File: config.mk
export PLATFORM = sky130hd
export DESIGN_NAME = ntl_link
export DESIGN_NICKNAME = d
export VERILOG_FILES = /design/src/ntl_pkg.sv /design/src/ntl_link.sv
export SDC_FILE = /design/constraint.sdc
export NUM_CORES = 2
export LEC_CHECK = 0
export BUFFER_PORTS_ARGS = -buffer_cell sky130_fd_sc_hd__buf_2
export CORE_MARGIN = 8
export CORE_UTILIZATION = 60
export DETAILED_ROUTE_END_ITERATION = 10
export PLACE_DENSITY = 0.79
export SETUP_SLACK_MARGIN = 0.1
export SLEW_MARGIN = 20
export SYNTH_ARGS = -nofsm -noshare
export SYNTH_HDL_FRONTEND = slang
export SYNTH_SLANG_ARGS = --single-unit
File: constraint.sdc
create_clock -name sys_clk -period 28.5 [get_ports sys_clk]
set_input_delay 5.7 -clock sys_clk [delete_from_list [all_inputs] [get_ports sys_clk]]
set_output_delay 5.7 -clock sys_clk [all_outputs]
set_load 0.02 [all_outputs]
File: src/ntl_pkg.sv
// Purpose: shared constants and types of the numeric telegram link
// Assumes: AXI4-Lite word registers, 125 MHz sys_clk
// Notes: all offsets are byte addresses
package ntl_pkg;
  localparam int CLK_KHZ = 125000;
  localparam int TICK_SLOW_MS = 100;
  localparam int TICK_FAST_MS = 10;
  localparam int TICK_SLOW_CYC = TICK_SLOW_MS * CLK_KHZ;
  localparam int TICK_FAST_CYC = TICK_FAST_MS * CLK_KHZ;
  localparam logic [4:0] RETRY_TICKS = 5'h1E;
  localparam logic [7:0] OFS_CTRL = 8'h00;
  localparam logic [7:0] OFS_FLAGS = 8'h04;
  localparam logic [7:0] OFS_BAUD = 8'h08;
  localparam logic [7:0] OFS_STATUS = 8'h0C;
  localparam logic [7:0] OFS_TXD = 8'h10;
  localparam logic [7:0] OFS_RXD = 8'h20;
  localparam int C_RXALW = 0;
  localparam int C_TXALW = 1;
  localparam int C_FAST = 2;
  localparam int C_BCC = 3;
  localparam int C_RETRY = 4;
  localparam int C_RXN = 6;
  localparam int C_TXN = 11;
  localparam int F_RXBUSY = 0;
  localparam int F_TXBUSY = 1;
  localparam logic [15:0] CTRL_RST = 16'h0848;
  localparam logic [15:0] BAUD_RST = 16'h32DC;
  localparam logic [1:0] RETRY_REPEAT = 2'h0;
  localparam logic [1:0] RETRY_ONCE = 2'h1;
  localparam logic [1:0] RETRY_RING = 2'h3;
  localparam logic [1:0] RESP_OKAY = 2'h0;
  localparam logic [1:0] RESP_DECERR = 2'h3;
  localparam logic [7:0] CH_STX = 8'h02;
  localparam logic [7:0] CH_ETX = 8'h03;
  localparam logic [7:0] CH_ACK = 8'h06;
  localparam logic [7:0] CH_NAK = 8'h15;
  localparam logic [7:0] CH_CR = 8'h0D;
  localparam logic [7:0] CH_LF = 8'h0A;
  localparam logic [7:0] CH_HASH = 8'h23;
  localparam logic [3:0] DIGIT_HI = 4'h3;
  typedef enum logic [1:0] {RX_IDLE, RX_DATA, RX_BCC} ntl_rx_t;
  typedef enum logic [1:0] {TX_IDLE, TX_TEL, TX_ACK, TX_WAIT} ntl_tx_t;
endpackage

File: src/ntl_link.sv
// Purpose: numeric telegram serial link, flag buffers behind AXI4-Lite
// Assumes: 8N1 serial line, inputs synchronous to sys_clk
// Notes: acks owed while waiting for our own ack go out after the wait
// Contract
// - store only telegrams without line errors
// - check in shadow store, then copy
// - receive-always stores every good telegram
// - otherwise store only while receive busy low
// - receive busy rises on first character
// - transmit decided once per time-base tick
// - transmit-always sends every tick
// - otherwise send when transmit busy high
// - transmit busy clears at first character
// - buffer size n is 1 to 31 digits
// - receive and transmit sizes independent
// - code 01 checked, code 00 manual
// - option 0 resends every 30 ticks
// - option 1 sends once, busy stays high
// - option 3 sends once, no ack
// - fixed ASCII control character codes
// - digits get upper bits, check covers ETX
// - reply positive or negative acknowledgement
// - manual variant uses CR LF and hash
`timescale 1ns/1ps
module ntl_link #(
  parameter int TICK_SLOW = ntl_pkg::TICK_SLOW_CYC,
  parameter int TICK_FAST = ntl_pkg::TICK_FAST_CYC
) (
  input wire logic sys_clk,
  input wire logic rst,
  input wire logic [7:0] s_axi_awaddr,
  input wire logic s_axi_awvalid,
  output logic s_axi_awready,
  input wire logic [31:0] s_axi_wdata,
  input wire logic [3:0] s_axi_wstrb,
  input wire logic s_axi_wvalid,
  output logic s_axi_wready,
  output logic [1:0] s_axi_bresp,
  output logic s_axi_bvalid,
  input wire logic s_axi_bready,
  input wire logic [7:0] s_axi_araddr,
  input wire logic s_axi_arvalid,
  output logic s_axi_arready,
  output logic [31:0] s_axi_rdata,
  output logic [1:0] s_axi_rresp,
  output logic s_axi_rvalid,
  input wire logic s_axi_rready,
  input wire logic serialRx,
  output logic serialTx
);
  function automatic logic [31:0] merge(input logic [31:0] o, input logic [31:0] n, input logic [3:0] s);
    for (int i = 0; i < 4; i++) begin
      if (s[i]) o[8*i +: 8] = n[8*i +: 8];
    end
    return o;
  endfunction
  function automatic logic [4:0] clampN(input logic [4:0] n);
    return (n == 5'h0) ? 5'h1 : n;
  endfunction

  // bus, configuration and flags
  logic awHave, wHave, next_awHave, next_wHave;
  logic [7:0] awAddr, next_awAddr;
  logic [31:0] wData, next_wData, next_rdata, w;
  logic [3:0] wStrb, next_wStrb;
  logic next_awready, next_wready, next_bvalid, next_arready, next_rvalid;
  logic [1:0] next_bresp, next_rresp;
  logic [15:0] ctrl, next_ctrl, baud, next_baud;
  logic [127:0] txData, next_txData;
  logic rxBusy, txBusy, lock, next_rxBusy, next_txBusy, next_lock;
  logic swWr, swFlags;
  // receive side
  ntl_pkg::ntl_rx_t rxState, next_rxState;
  logic [3:0] rxBit, next_rxBit;
  logic [15:0] rxBaud, next_rxBaud;
  logic [7:0] rxSh, next_rxSh, rxBcc, next_rxBcc;
  logic [4:0] rxCnt, next_rxCnt;
  logic rxErr, rxAcc, rxSaved, hashSeen, next_rxErr, next_rxAcc, next_rxSaved, next_hashSeen;
  logic [123:0] rxShadow, rxData, next_rxShadow, next_rxData;
  logic byteEv, frameErr, stxAcc, fin, ok, store, rxSetBusy, rxRestore, ackGood, ackBad, ackReqEv;
  // transmit side
  ntl_pkg::ntl_tx_t txState, next_txState;
  logic [5:0] txPos, next_txPos;
  logic [7:0] txBcc, next_txBcc, ch;
  logic [4:0] txRetry, next_txRetry, nTx;
  logic [23:0] tickCnt, next_tickCnt;
  logic [3:0] txBit, next_txBit;
  logic [15:0] txBaud, next_txBaud;
  logic [8:0] txSh, next_txSh;
  logic ackPend, ackOk, next_ackPend, next_ackOk, next_serialTx;
  logic tick, txLoad, last, txClr, txFail;

  logic rxAlw, txAlw, bccOn;
  logic [1:0] retry;
  logic [4:0] nRx;
  assign rxAlw = ctrl[ntl_pkg::C_RXALW];
  assign txAlw = ctrl[ntl_pkg::C_TXALW];
  assign bccOn = ctrl[ntl_pkg::C_BCC];
  assign retry = ctrl[ntl_pkg::C_RETRY +: 2];
  assign nRx = clampN(ctrl[ntl_pkg::C_RXN +: 5]);
  assign nTx = clampN(ctrl[ntl_pkg::C_TXN +: 5]);

  always_comb begin
    next_awHave = awHave;
    next_wHave = wHave;
    next_awAddr = awAddr;
    next_wData = wData;
    next_wStrb = wStrb;
    next_awready = s_axi_awready;
    next_wready = s_axi_wready;
    next_bvalid = s_axi_bvalid;
    next_bresp = s_axi_bresp;
    next_arready = s_axi_arready;
    next_rvalid = s_axi_rvalid;
    next_rdata = s_axi_rdata;
    next_rresp = s_axi_rresp;
    next_ctrl = ctrl;
    next_baud = baud;
    next_txData = txData;
    w = 32'h0000_0000;
    if (s_axi_awvalid && s_axi_awready) begin
      next_awHave = 1'b1;
      next_awAddr = s_axi_awaddr;
      next_awready = 1'b0;
    end
    if (s_axi_wvalid && s_axi_wready) begin
      next_wHave = 1'b1;
      next_wData = s_axi_wdata;
      next_wStrb = s_axi_wstrb;
      next_wready = 1'b0;
    end
    swWr = awHave && wHave && !s_axi_bvalid;
    swFlags = swWr && awAddr == ntl_pkg::OFS_FLAGS && wStrb[0];
    if (swWr) begin
      next_awHave = 1'b0;
      next_wHave = 1'b0;
      next_bvalid = 1'b1;
      next_bresp = ntl_pkg::RESP_OKAY;
      if (awAddr == ntl_pkg::OFS_CTRL) begin
        w = merge({16'h0000, ctrl}, wData, wStrb);
        next_ctrl = w[15:0];
      end else if (awAddr == ntl_pkg::OFS_BAUD) begin
        w = merge({16'h0000, baud}, wData, wStrb);
        next_baud = w[15:0];
      end else if (awAddr[7:4] == ntl_pkg::OFS_TXD[7:4]) begin
        w = merge(txData[{awAddr[3:2], 5'h00} +: 32], wData, wStrb);
        next_txData[{awAddr[3:2], 5'h00} +: 32] = w;
      end else if (awAddr != ntl_pkg::OFS_FLAGS) begin
        next_bresp = ntl_pkg::RESP_DECERR;
      end
    end
    if (s_axi_bvalid && s_axi_bready) begin
      next_bvalid = 1'b0;
      next_awready = 1'b1;
      next_wready = 1'b1;
    end
    if (s_axi_arvalid && s_axi_arready) begin
      next_arready = 1'b0;
      next_rvalid = 1'b1;
      next_rresp = ntl_pkg::RESP_OKAY;
      next_rdata = 32'h0000_0000;
      if (s_axi_araddr == ntl_pkg::OFS_CTRL) next_rdata[15:0] = ctrl;
      else if (s_axi_araddr == ntl_pkg::OFS_FLAGS) next_rdata[1:0] = {txBusy, rxBusy};
      else if (s_axi_araddr == ntl_pkg::OFS_BAUD) next_rdata[15:0] = baud;
      else if (s_axi_araddr == ntl_pkg::OFS_STATUS)
        next_rdata[3:0] = {lock, txState == ntl_pkg::TX_WAIT, txState != ntl_pkg::TX_IDLE, rxState != ntl_pkg::RX_IDLE};
      else if (s_axi_araddr[7:4] == ntl_pkg::OFS_TXD[7:4]) next_rdata = txData[{s_axi_araddr[3:2], 5'h00} +: 32];
      else if (s_axi_araddr[7:4] == ntl_pkg::OFS_RXD[7:4])
        next_rdata = 32'(rxData >> {s_axi_araddr[3:2], 5'h00});
      else next_rresp = ntl_pkg::RESP_DECERR;
    end
    if (s_axi_rvalid && s_axi_rready) begin
      next_rvalid = 1'b0;
      next_arready = 1'b1;
    end
    // hardware set wins over a software clear landing in the same cycle
    next_rxBusy = rxBusy;
    if (swFlags) next_rxBusy = wData[ntl_pkg::F_RXBUSY];
    if (rxRestore) next_rxBusy = rxSaved;
    if (rxSetBusy) next_rxBusy = 1'b1;
    next_txBusy = txBusy;
    next_lock = lock;
    if (txClr) next_txBusy = 1'b0;
    // a software request must never be lost to the first-character clear
    if (swFlags) begin
      next_txBusy = wData[ntl_pkg::F_TXBUSY];
      next_lock = 1'b0;
    end
    // a failure set wins over a software clear in the same cycle
    if (txFail) begin
      next_txBusy = 1'b1;
      next_lock = 1'b1;
    end
  end

  always_comb begin
    next_rxBit = rxBit;
    next_rxBaud = rxBaud;
    next_rxSh = rxSh;
    byteEv = 1'b0;
    frameErr = 1'b0;
    if (rxBit == 4'h0) begin
      if (!serialRx) begin
        next_rxBit = 4'h1;
        next_rxBaud = {1'b0, baud[15:1]};
      end
    end else if (rxBaud != 16'h0000) begin
      next_rxBaud = rxBaud - 16'h0001;
    end else begin
      next_rxBaud = baud;
      next_rxBit = rxBit + 4'h1;
      if (rxBit == 4'h1 && serialRx) next_rxBit = 4'h0;
      else if (rxBit >= 4'h2 && rxBit <= 4'h9) next_rxSh = {serialRx, rxSh[7:1]};
      else if (rxBit == 4'hA) begin
        next_rxBit = 4'h0;
        byteEv = 1'b1;
        frameErr = !serialRx;
      end
    end
    next_rxState = rxState;
    next_rxCnt = rxCnt;
    next_rxBcc = rxBcc;
    next_rxErr = rxErr;
    next_rxAcc = rxAcc;
    next_rxSaved = rxSaved;
    next_hashSeen = hashSeen;
    next_rxShadow = rxShadow;
    next_rxData = rxData;
    stxAcc = 1'b0;
    fin = 1'b0;
    ok = 1'b0;
    ackGood = 1'b0;
    ackBad = 1'b0;
    if (byteEv) begin
      unique case (rxState)
        ntl_pkg::RX_IDLE: begin
          next_hashSeen = rxSh == ntl_pkg::CH_HASH;
          if (rxSh == ntl_pkg::CH_STX && !frameErr) begin
            next_rxState = ntl_pkg::RX_DATA;
            next_rxCnt = 5'h00;
            next_rxBcc = 8'h00;
            next_rxErr = 1'b0;
            // stale digits of an earlier telegram must not show above n
            next_rxShadow = '0;
            next_rxSaved = rxBusy;
            next_rxAcc = rxAlw || !rxBusy;
            stxAcc = rxAlw || !rxBusy;
          end else if (bccOn) begin
            ackGood = rxSh == ntl_pkg::CH_ACK;
            ackBad = rxSh == ntl_pkg::CH_NAK;
          end else if (rxSh == ntl_pkg::CH_LF) begin
            ackGood = !hashSeen;
            ackBad = hashSeen;
          end
        end
        ntl_pkg::RX_DATA: begin
          next_rxBcc = rxBcc ^ rxSh;
          if (frameErr) next_rxErr = 1'b1;
          if (rxSh == ntl_pkg::CH_ETX) begin
            if (bccOn) next_rxState = ntl_pkg::RX_BCC;
            else begin
              fin = 1'b1;
              ok = !rxErr && !frameErr && rxCnt == nRx;
            end
          end else if (rxSh[7:4] != ntl_pkg::DIGIT_HI || rxCnt == 5'h1F) begin
            next_rxErr = 1'b1;
          end else begin
            next_rxShadow = {rxShadow[119:0], rxSh[3:0]};
            next_rxCnt = rxCnt + 5'h01;
          end
        end
        ntl_pkg::RX_BCC: begin
          fin = 1'b1;
          ok = !rxErr && !frameErr && rxCnt == nRx && rxSh == rxBcc;
        end
        default: next_rxState = ntl_pkg::RX_IDLE;
      endcase
    end
    store = fin && ok && rxAcc;
    if (fin) next_rxState = ntl_pkg::RX_IDLE;
    if (store) next_rxData = rxShadow;
    rxSetBusy = stxAcc || store;
    rxRestore = fin && !ok && rxAcc;
    ackReqEv = fin && retry != ntl_pkg::RETRY_RING;
  end

  always_comb begin
    tick = tickCnt >= 24'(((ctrl[ntl_pkg::C_FAST]) ? TICK_FAST : TICK_SLOW) - 1);
    next_tickCnt = tick ? 24'h00_0000 : tickCnt + 24'h00_0001;
    next_txState = txState;
    next_txPos = txPos;
    next_txBcc = txBcc;
    next_txRetry = txRetry;
    next_ackPend = ackPend;
    next_ackOk = ackOk;
    if (ackReqEv) begin
      next_ackPend = 1'b1;
      next_ackOk = ok;
    end
    txLoad = 1'b0;
    txClr = 1'b0;
    txFail = 1'b0;
    ch = ntl_pkg::CH_STX;
    last = 1'b0;
    if (txState == ntl_pkg::TX_TEL) begin
      if (txPos == 6'h00) ch = ntl_pkg::CH_STX;
      else if (txPos <= {1'b0, nTx}) ch = {ntl_pkg::DIGIT_HI, txData[{nTx - txPos[4:0], 2'b00} +: 4]};
      else if (txPos == {1'b0, nTx} + 6'h01) ch = ntl_pkg::CH_ETX;
      else ch = txBcc;
      last = txPos == {1'b0, nTx} + (bccOn ? 6'h02 : 6'h01);
    end else if (!bccOn) begin
      ch = (!ackOk && txPos == 6'h00) ? ntl_pkg::CH_HASH : ((txPos == (ackOk ? 6'h00 : 6'h01)) ? ntl_pkg::CH_CR : ntl_pkg::CH_LF);
      last = txPos == (ackOk ? 6'h01 : 6'h02);
    end else begin
      ch = ackOk ? ntl_pkg::CH_ACK : ntl_pkg::CH_NAK;
      last = 1'b1;
    end
    unique case (txState)
      ntl_pkg::TX_IDLE: begin
        next_txPos = 6'h00;
        next_txBcc = 8'h00;
        if (ackPend) begin
          next_ackPend = ackReqEv;
          next_txState = ntl_pkg::TX_ACK;
        end else if (tick && !lock && (txAlw || txBusy)) next_txState = ntl_pkg::TX_TEL;
      end
      ntl_pkg::TX_TEL, ntl_pkg::TX_ACK: begin
        if (txBit == 4'h0) begin
          txLoad = 1'b1;
          next_txPos = txPos + 6'h01;
          if (txPos != 6'h00) next_txBcc = txBcc ^ ch;
          if (txState == ntl_pkg::TX_TEL && txPos == 6'h00) txClr = 1'b1;
          if (last) begin
            next_txRetry = 5'h00;
            next_txState = ntl_pkg::TX_IDLE;
            if (txState == ntl_pkg::TX_TEL && !txAlw && retry != ntl_pkg::RETRY_RING) next_txState = ntl_pkg::TX_WAIT;
          end
        end
      end
      ntl_pkg::TX_WAIT: begin
        next_txPos = 6'h00;
        next_txBcc = 8'h00;
        if (ackGood) next_txState = ntl_pkg::TX_IDLE;
        else if (ackBad && retry == ntl_pkg::RETRY_ONCE) begin
          txFail = 1'b1;
          next_txState = ntl_pkg::TX_IDLE;
        end else if (tick) begin
          next_txRetry = txRetry + 5'h01;
          if (txRetry == ntl_pkg::RETRY_TICKS - 5'h01) begin
            next_txRetry = 5'h00;
            next_txState = ntl_pkg::TX_TEL;
            if (retry == ntl_pkg::RETRY_ONCE) begin
              txFail = 1'b1;
              next_txState = ntl_pkg::TX_IDLE;
            end
          end
        end
      end
    endcase
    next_txBit = txBit;
    next_txBaud = txBaud;
    next_txSh = txSh;
    next_serialTx = serialTx;
    if (txLoad) begin
      next_serialTx = 1'b0;
      next_txSh = {1'b1, ch};
      next_txBit = 4'hA;
      next_txBaud = baud;
    end else if (txBit != 4'h0) begin
      if (txBaud != 16'h0000) next_txBaud = txBaud - 16'h0001;
      else begin
        next_txBaud = baud;
        next_txBit = txBit - 4'h1;
        if (txBit > 4'h1) begin
          next_serialTx = txSh[0];
          next_txSh = {1'b1, txSh[8:1]};
        end
      end
    end
  end

  always_ff @(posedge sys_clk or posedge rst) begin
    if (rst) begin
      {awHave, wHave, s_axi_bvalid, s_axi_rvalid, rxBusy, txBusy, lock} <= 7'h00;
      {s_axi_awready, s_axi_wready, s_axi_arready, serialTx} <= 4'hF;
      awAddr <= 8'h00;
      wData <= 32'h0000_0000;
      wStrb <= 4'h0;
      s_axi_bresp <= 2'h0;
      s_axi_rresp <= 2'h0;
      s_axi_rdata <= 32'h0000_0000;
      ctrl <= ntl_pkg::CTRL_RST;
      baud <= ntl_pkg::BAUD_RST;
      txData <= '0;
      rxState <= ntl_pkg::RX_IDLE;
      {rxBit, rxBaud, rxSh, rxBcc, rxCnt} <= '0;
      {rxErr, rxAcc, rxSaved, hashSeen} <= 4'h0;
      rxShadow <= '0;
      rxData <= '0;
      txState <= ntl_pkg::TX_IDLE;
      {txPos, txBcc, txRetry, tickCnt, txBit, txBaud} <= '0;
      txSh <= 9'h1FF;
      {ackPend, ackOk} <= 2'h0;
    end else begin
      {awHave, wHave, awAddr, wData, wStrb} <= {next_awHave, next_wHave, next_awAddr, next_wData, next_wStrb};
      {s_axi_awready, s_axi_wready, s_axi_bvalid, s_axi_bresp} <= {next_awready, next_wready, next_bvalid, next_bresp};
      {s_axi_arready, s_axi_rvalid, s_axi_rdata, s_axi_rresp} <= {next_arready, next_rvalid, next_rdata, next_rresp};
      {ctrl, baud, txData} <= {next_ctrl, next_baud, next_txData};
      {rxBusy, txBusy, lock} <= {next_rxBusy, next_txBusy, next_lock};
      rxState <= next_rxState;
      {rxBit, rxBaud, rxSh, rxBcc, rxCnt} <= {next_rxBit, next_rxBaud, next_rxSh, next_rxBcc, next_rxCnt};
      {rxErr, rxAcc, rxSaved, hashSeen} <= {next_rxErr, next_rxAcc, next_rxSaved, next_hashSeen};
      rxShadow <= next_rxShadow;
      rxData <= next_rxData;
      txState <= next_txState;
      {txPos, txBcc, txRetry, tickCnt} <= {next_txPos, next_txBcc, next_txRetry, next_tickCnt};
      {txBit, txBaud, txSh, serialTx} <= {next_txBit, next_txBaud, next_txSh, next_serialTx};
      {ackPend, ackOk} <= {next_ackPend, next_ackOk};
    end
  end

  rx_store_gate_a: assert property (@(posedge sys_clk) disable iff (rst)
    $changed(rxData) |-> $past(store)) else $error("receive buffer written without a good telegram");
  rx_shadow_copy_a: assert property (@(posedge sys_clk) disable iff (rst)
    store |=> rxData == $past(rxShadow)) else $error("receive buffer not copied from shadow");
  rx_always_acc_a: assert property (@(posedge sys_clk) disable iff (rst)
    byteEv && rxState == ntl_pkg::RX_IDLE && rxSh == ntl_pkg::CH_STX && !frameErr && rxAlw |=> rxAcc)
    else $error("receive-always telegram not accepted");
  rx_single_hold_a: assert property (@(posedge sys_clk) disable iff (rst)
    fin && !rxAcc |=> $stable(rxData) ##1 $stable(rxData)) else $error("refused telegram overwrote buffer");
  rx_busy_early_a: assert property (@(posedge sys_clk) disable iff (rst)
    stxAcc |=> rxBusy && rxState == ntl_pkg::RX_DATA) else $error("receive busy late");
  tx_tick_gate_a: assert property (@(posedge sys_clk) disable iff (rst)
    txState == ntl_pkg::TX_IDLE && next_txState == ntl_pkg::TX_TEL |-> tick) else $error("telegram started off tick");
  tx_busy_clear_a: assert property (@(posedge sys_clk) disable iff (rst)
    txLoad && txState == ntl_pkg::TX_TEL && txPos == 6'h00 && !swFlags |=> !txBusy && !serialTx)
    else $error("transmit busy not cleared at first character");
  tx_ring_nowait_a: assert property (@(posedge sys_clk) disable iff (rst)
    txState == ntl_pkg::TX_WAIT |-> retry != ntl_pkg::RETRY_RING) else $error("ring variant waits for ack");
  rx_bcc_drop_a: assert property (@(posedge sys_clk) disable iff (rst)
    byteEv && rxState == ntl_pkg::RX_BCC && rxSh != rxBcc && !swFlags |=> $stable(rxData) && rxBusy == $past(rxSaved))
    else $error("bad check character accepted");
endmodule // ntl_link

==> flow_summary.ini <==
[sta]
worst_pin_slew_ns = 1.11
setup_viol = 0
final.period_utilization_pct = 31.0
final_hold_vio_count = 0
relSlewSlack_pct = 25.6
maximum_achievable_frequency_mhz = 113
timing.final.crit_period_ns = 8.82
final-max-slew-violation-count = 0
final.setup_skew_ns = 0.0570
grt_setup_unrepaired = no
finalSetupTns_ns = 0

[critical_path]
crit_slowest_cell = sky130_fd_sc_hd__buf_4
critical_path.most_common_cell = sky130_fd_sc_hd__buf_4
worstPathBufferInverterCount = 6
criticalPathCategory = in2async
cp-start-kind = primary input
critical_path.endpoint_type = async pin
critical_path_peak_fanout = 108
timing.critical_path.cells = buf_2 > inv_8 > buf_4 > buf_4 > buf_6 > buf_4
critical_path.max_stage_delay_ns = 0.83
cp_top_family = buffers and inverters
arrival_time_reported_for_the_critical_path_endpoint_ns = 9.53
critPathRequiredTime_ns = 29.21

[place]
placedCellCount = 3447
port_buf_inserts = 101
gp_routability_congestion = 0.916
hpwlAfterDp_um = 54500

[cts]
cts_made_buffers = 61
clock_latency_ns = 0.67
clock_tree_from_tritoncts = built
cts_root_buf = sky130_fd_sc_hd__clkbuf_16
post_cts_resized = 0
clock_sinks = 619
cts_post_setup_buffers_inserted = 0
cts.hold.buffers_added = 0
clock_tree.buffer_depth = 3
htree_levels = 2
clk_pin_slew_ns = 0.06

[routing]
viasPerCell = 6.59
postRouteAntennaNets = 0
dr.pass1.iters = 6
drcViolationCount = 0
wirelength_um = 84100
drt-initial-drc-count = 2601
num_vias = 23500
avgRoutedWirePerCell_um = 23.6

[floorplan]
die_width_um = 244
rows = 83
i_o_pin_count = 102
fp.dieH_um = 244
fp.dieArea_um2 = 59600
core-area_um2 = 51400
initial_core_util_pct = 60.8

[synth]
yosysWarningCount = 0
synth_edf_count = 0
synthesized_netlist_net_count = 2934
synth_async_sr_flop_share_pct = 100
mappedNetlistArea_um2 = 31300
seq_area_frac_synth_pct = 49.7
synthCells = 2816
netlist.top_cell.by_area = sky130_fd_sc_hd__dfrtp_1
yosys_register_bits = 619
distinct_cell_type_count_after_synthesis = 89
synthesis.area_per_instance_um2 = 11.1
post-synth-top-area-fraction_pct = 47.7
ys.flop_type = sky130_fd_sc_hd__dfrtp_1
synth_area_leaders = sky130_fd_sc_hd__dfrtp_1 (48%), sky130_fd_sc_hd__mux4_2 (9.4%), sky130_fd_sc_hd__nand2_1 (6.2%)

[grt]
first_global_vias = 24000
grt_total_ovfl = 0
grt.busiest_layer = met2
grtUsageMet3_pct = 5.97
antenna_violations_before_repair = 2
met1_usage_pct = 36.7
grt_use_met2_pct = 44.5
grt_pass1_wl_um = 134000
grt_use_total_pct = 27.9
grt_max_degree = 132

[power]
p_total_mw = 2.27
worst_vdd_ir_uv = 63.3
power_leakage_nw = 15.3
power-per-cell-area_nw_per_um2 = 66.1

[layout]
area_growth_synth_to_finish_pct = 9.76
multiInputGateArea_um2 = 14800
ff_latch_area_um2 = 15500
final_layout_size_suffix_gt1_share_pct = 22.1
finish.cell_count_without_fillers = 3565
num-fill-cells = 3665
finalCoreUtilization_pct = 66.7
finish.net_count = 2949
final_common_cell = sky130_fd_sc_hd__dfrtp_1
mostFrequentLayoutCells = sky130_fd_sc_hd__dfrtp_1 (595), sky130_fd_sc_hd__nand2_1 (512), sky130_fd_sc_hd__o21ai_0 (356)

[worst_hold_path]
hp-class = reg2reg

[run]
max_cap_violations = 0

[status]
run_status = finished clean
[where the power goes]
part           internal (mW)  leakage [nW]  switching (mW)  total, mW
Sequential             0.945          8.37           0.102       1.05
Clock                  0.501          1.06           0.361      0.863
Combinational          0.147          5.84           0.211      0.358
Total                   1.59          15.3           0.674       2.27
[cell usage after synthesis (5+ instances only)]
library cell,n
sky130_fd_sc_hd__a21o_1,11
sky130_fd_sc_hd__a21oi_1,66
sky130_fd_sc_hd__a221oi_1,32
sky130_fd_sc_hd__a22o_1,18
sky130_fd_sc_hd__a22oi_1,11
sky130_fd_sc_hd__a31oi_1,6
sky130_fd_sc_hd__and2_1,11
sky130_fd_sc_hd__and3_1,13
sky130_fd_sc_hd__and4_1,6
sky130_fd_sc_hd__buf_1,14
sky130_fd_sc_hd__buf_2,30
sky130_fd_sc_hd__buf_6,8
sky130_fd_sc_hd__clkbuf_1,123
sky130_fd_sc_hd__dfrtp_1,596
sky130_fd_sc_hd__dfstp_2,23
sky130_fd_sc_hd__ha_1,56
sky130_fd_sc_hd__inv_1,55
sky130_fd_sc_hd__mux2_2,154
sky130_fd_sc_hd__mux2_4,60
sky130_fd_sc_hd__mux2i_1,64
sky130_fd_sc_hd__mux4_2,131
sky130_fd_sc_hd__nand2_1,515
sky130_fd_sc_hd__nand2b_1,21
sky130_fd_sc_hd__nand3_1,32
sky130_fd_sc_hd__nand3b_1,5
sky130_fd_sc_hd__nand4_1,16
sky130_fd_sc_hd__nor2_1,117
sky130_fd_sc_hd__nor2b_1,14
sky130_fd_sc_hd__nor3_1,32
sky130_fd_sc_hd__nor3b_1,13
sky130_fd_sc_hd__nor4_1,13
sky130_fd_sc_hd__o211ai_1,10
sky130_fd_sc_hd__o21ai_0,356
sky130_fd_sc_hd__o21ai_1,24
sky130_fd_sc_hd__o22ai_1,6
sky130_fd_sc_hd__o31ai_1,8
sky130_fd_sc_hd__or3_1,10
sky130_fd_sc_hd__xnor2_1,26
sky130_fd_sc_hd__xor2_1,19
[registers in the layout (all words and copies together), names as in the netlist, 16 cells and up]
signal and cells:
rxData 124, wData 32, tickCnt 24, txBaud 16, s_axi_rdata 32, rxBaud 16, txData 128, rxShadow 124
baud 16, ctrl 16
[layer usage]
layer | vias to the layer above | routed length, µm | share of wire [%]
li1 | 10100 | - | -
met1 | 11900 | 32600 | 39
met2 | 1227 | 40000 | 48
met3 | 251 | 7670 | 9.1
met4 | 2 | 3790 | 4.5
met5 | - | 13 | 0.015
[cell type report]
type	instances	share of cell area, %
Sequential cell	619	45.2
Clock buffer	87	5.08
Antenna cell	1	0.00730
Multi-Input combinational cell	1963	43.1
Tap cell	680	2.48
Clock inverter	29	1.21
Inverter	55	0.624
Timing Repair Buffer	131	2.24
[stage by stage]
stage	area (µm²)	setup slack (ns)	hold slack [ns]
5_1_grt	34300	19.07	0.489
4_1_cts	34300	19.22	0.457
6_report	34300	19.68	0.455
3_3_place_gp	32100	18.68	0.435
2_1_floorplan	31300	5.50	0.425
3_5_place_dp	32100	18.53	0.449
[worst paths after layout]
path                            startpoint           to  slack, ns  depth (start not counted)
worst min-delay path            tickCnt[0]   tickCnt[0]       0.46                          1
max in group sys_clk              serialRx  rxData[118]      20.16                          6
min in group asynchronous              rst   txData[87]       5.20                          2
worst max-delay path                   rst      ctrl[7]      19.68                          6
worst max register to register    rxBit[0]  rxData[118]      23.83                         10
worst min register to register  tickCnt[0]   tickCnt[0]       0.46                          1
[logic make-up (layout without fill, tap and decap cells)]
logic type | after synthesis | after routing | share of synthesized area [%]
simple gates | 859 | 859 | 12.6
mux | 411 | 411 | 20.0
buf+inv | 234 | 302 | 3.17
other cells | 0 | 1 | 0
compound gates | 589 | 589 | 10.9
fa+ha+maj | 58 | 58 | 2.37
xor+xnor | 46 | 46 | 1.31
flops | 619 | 619 | 49.7
Note: power is estimated with default switching activity, not from simulation.
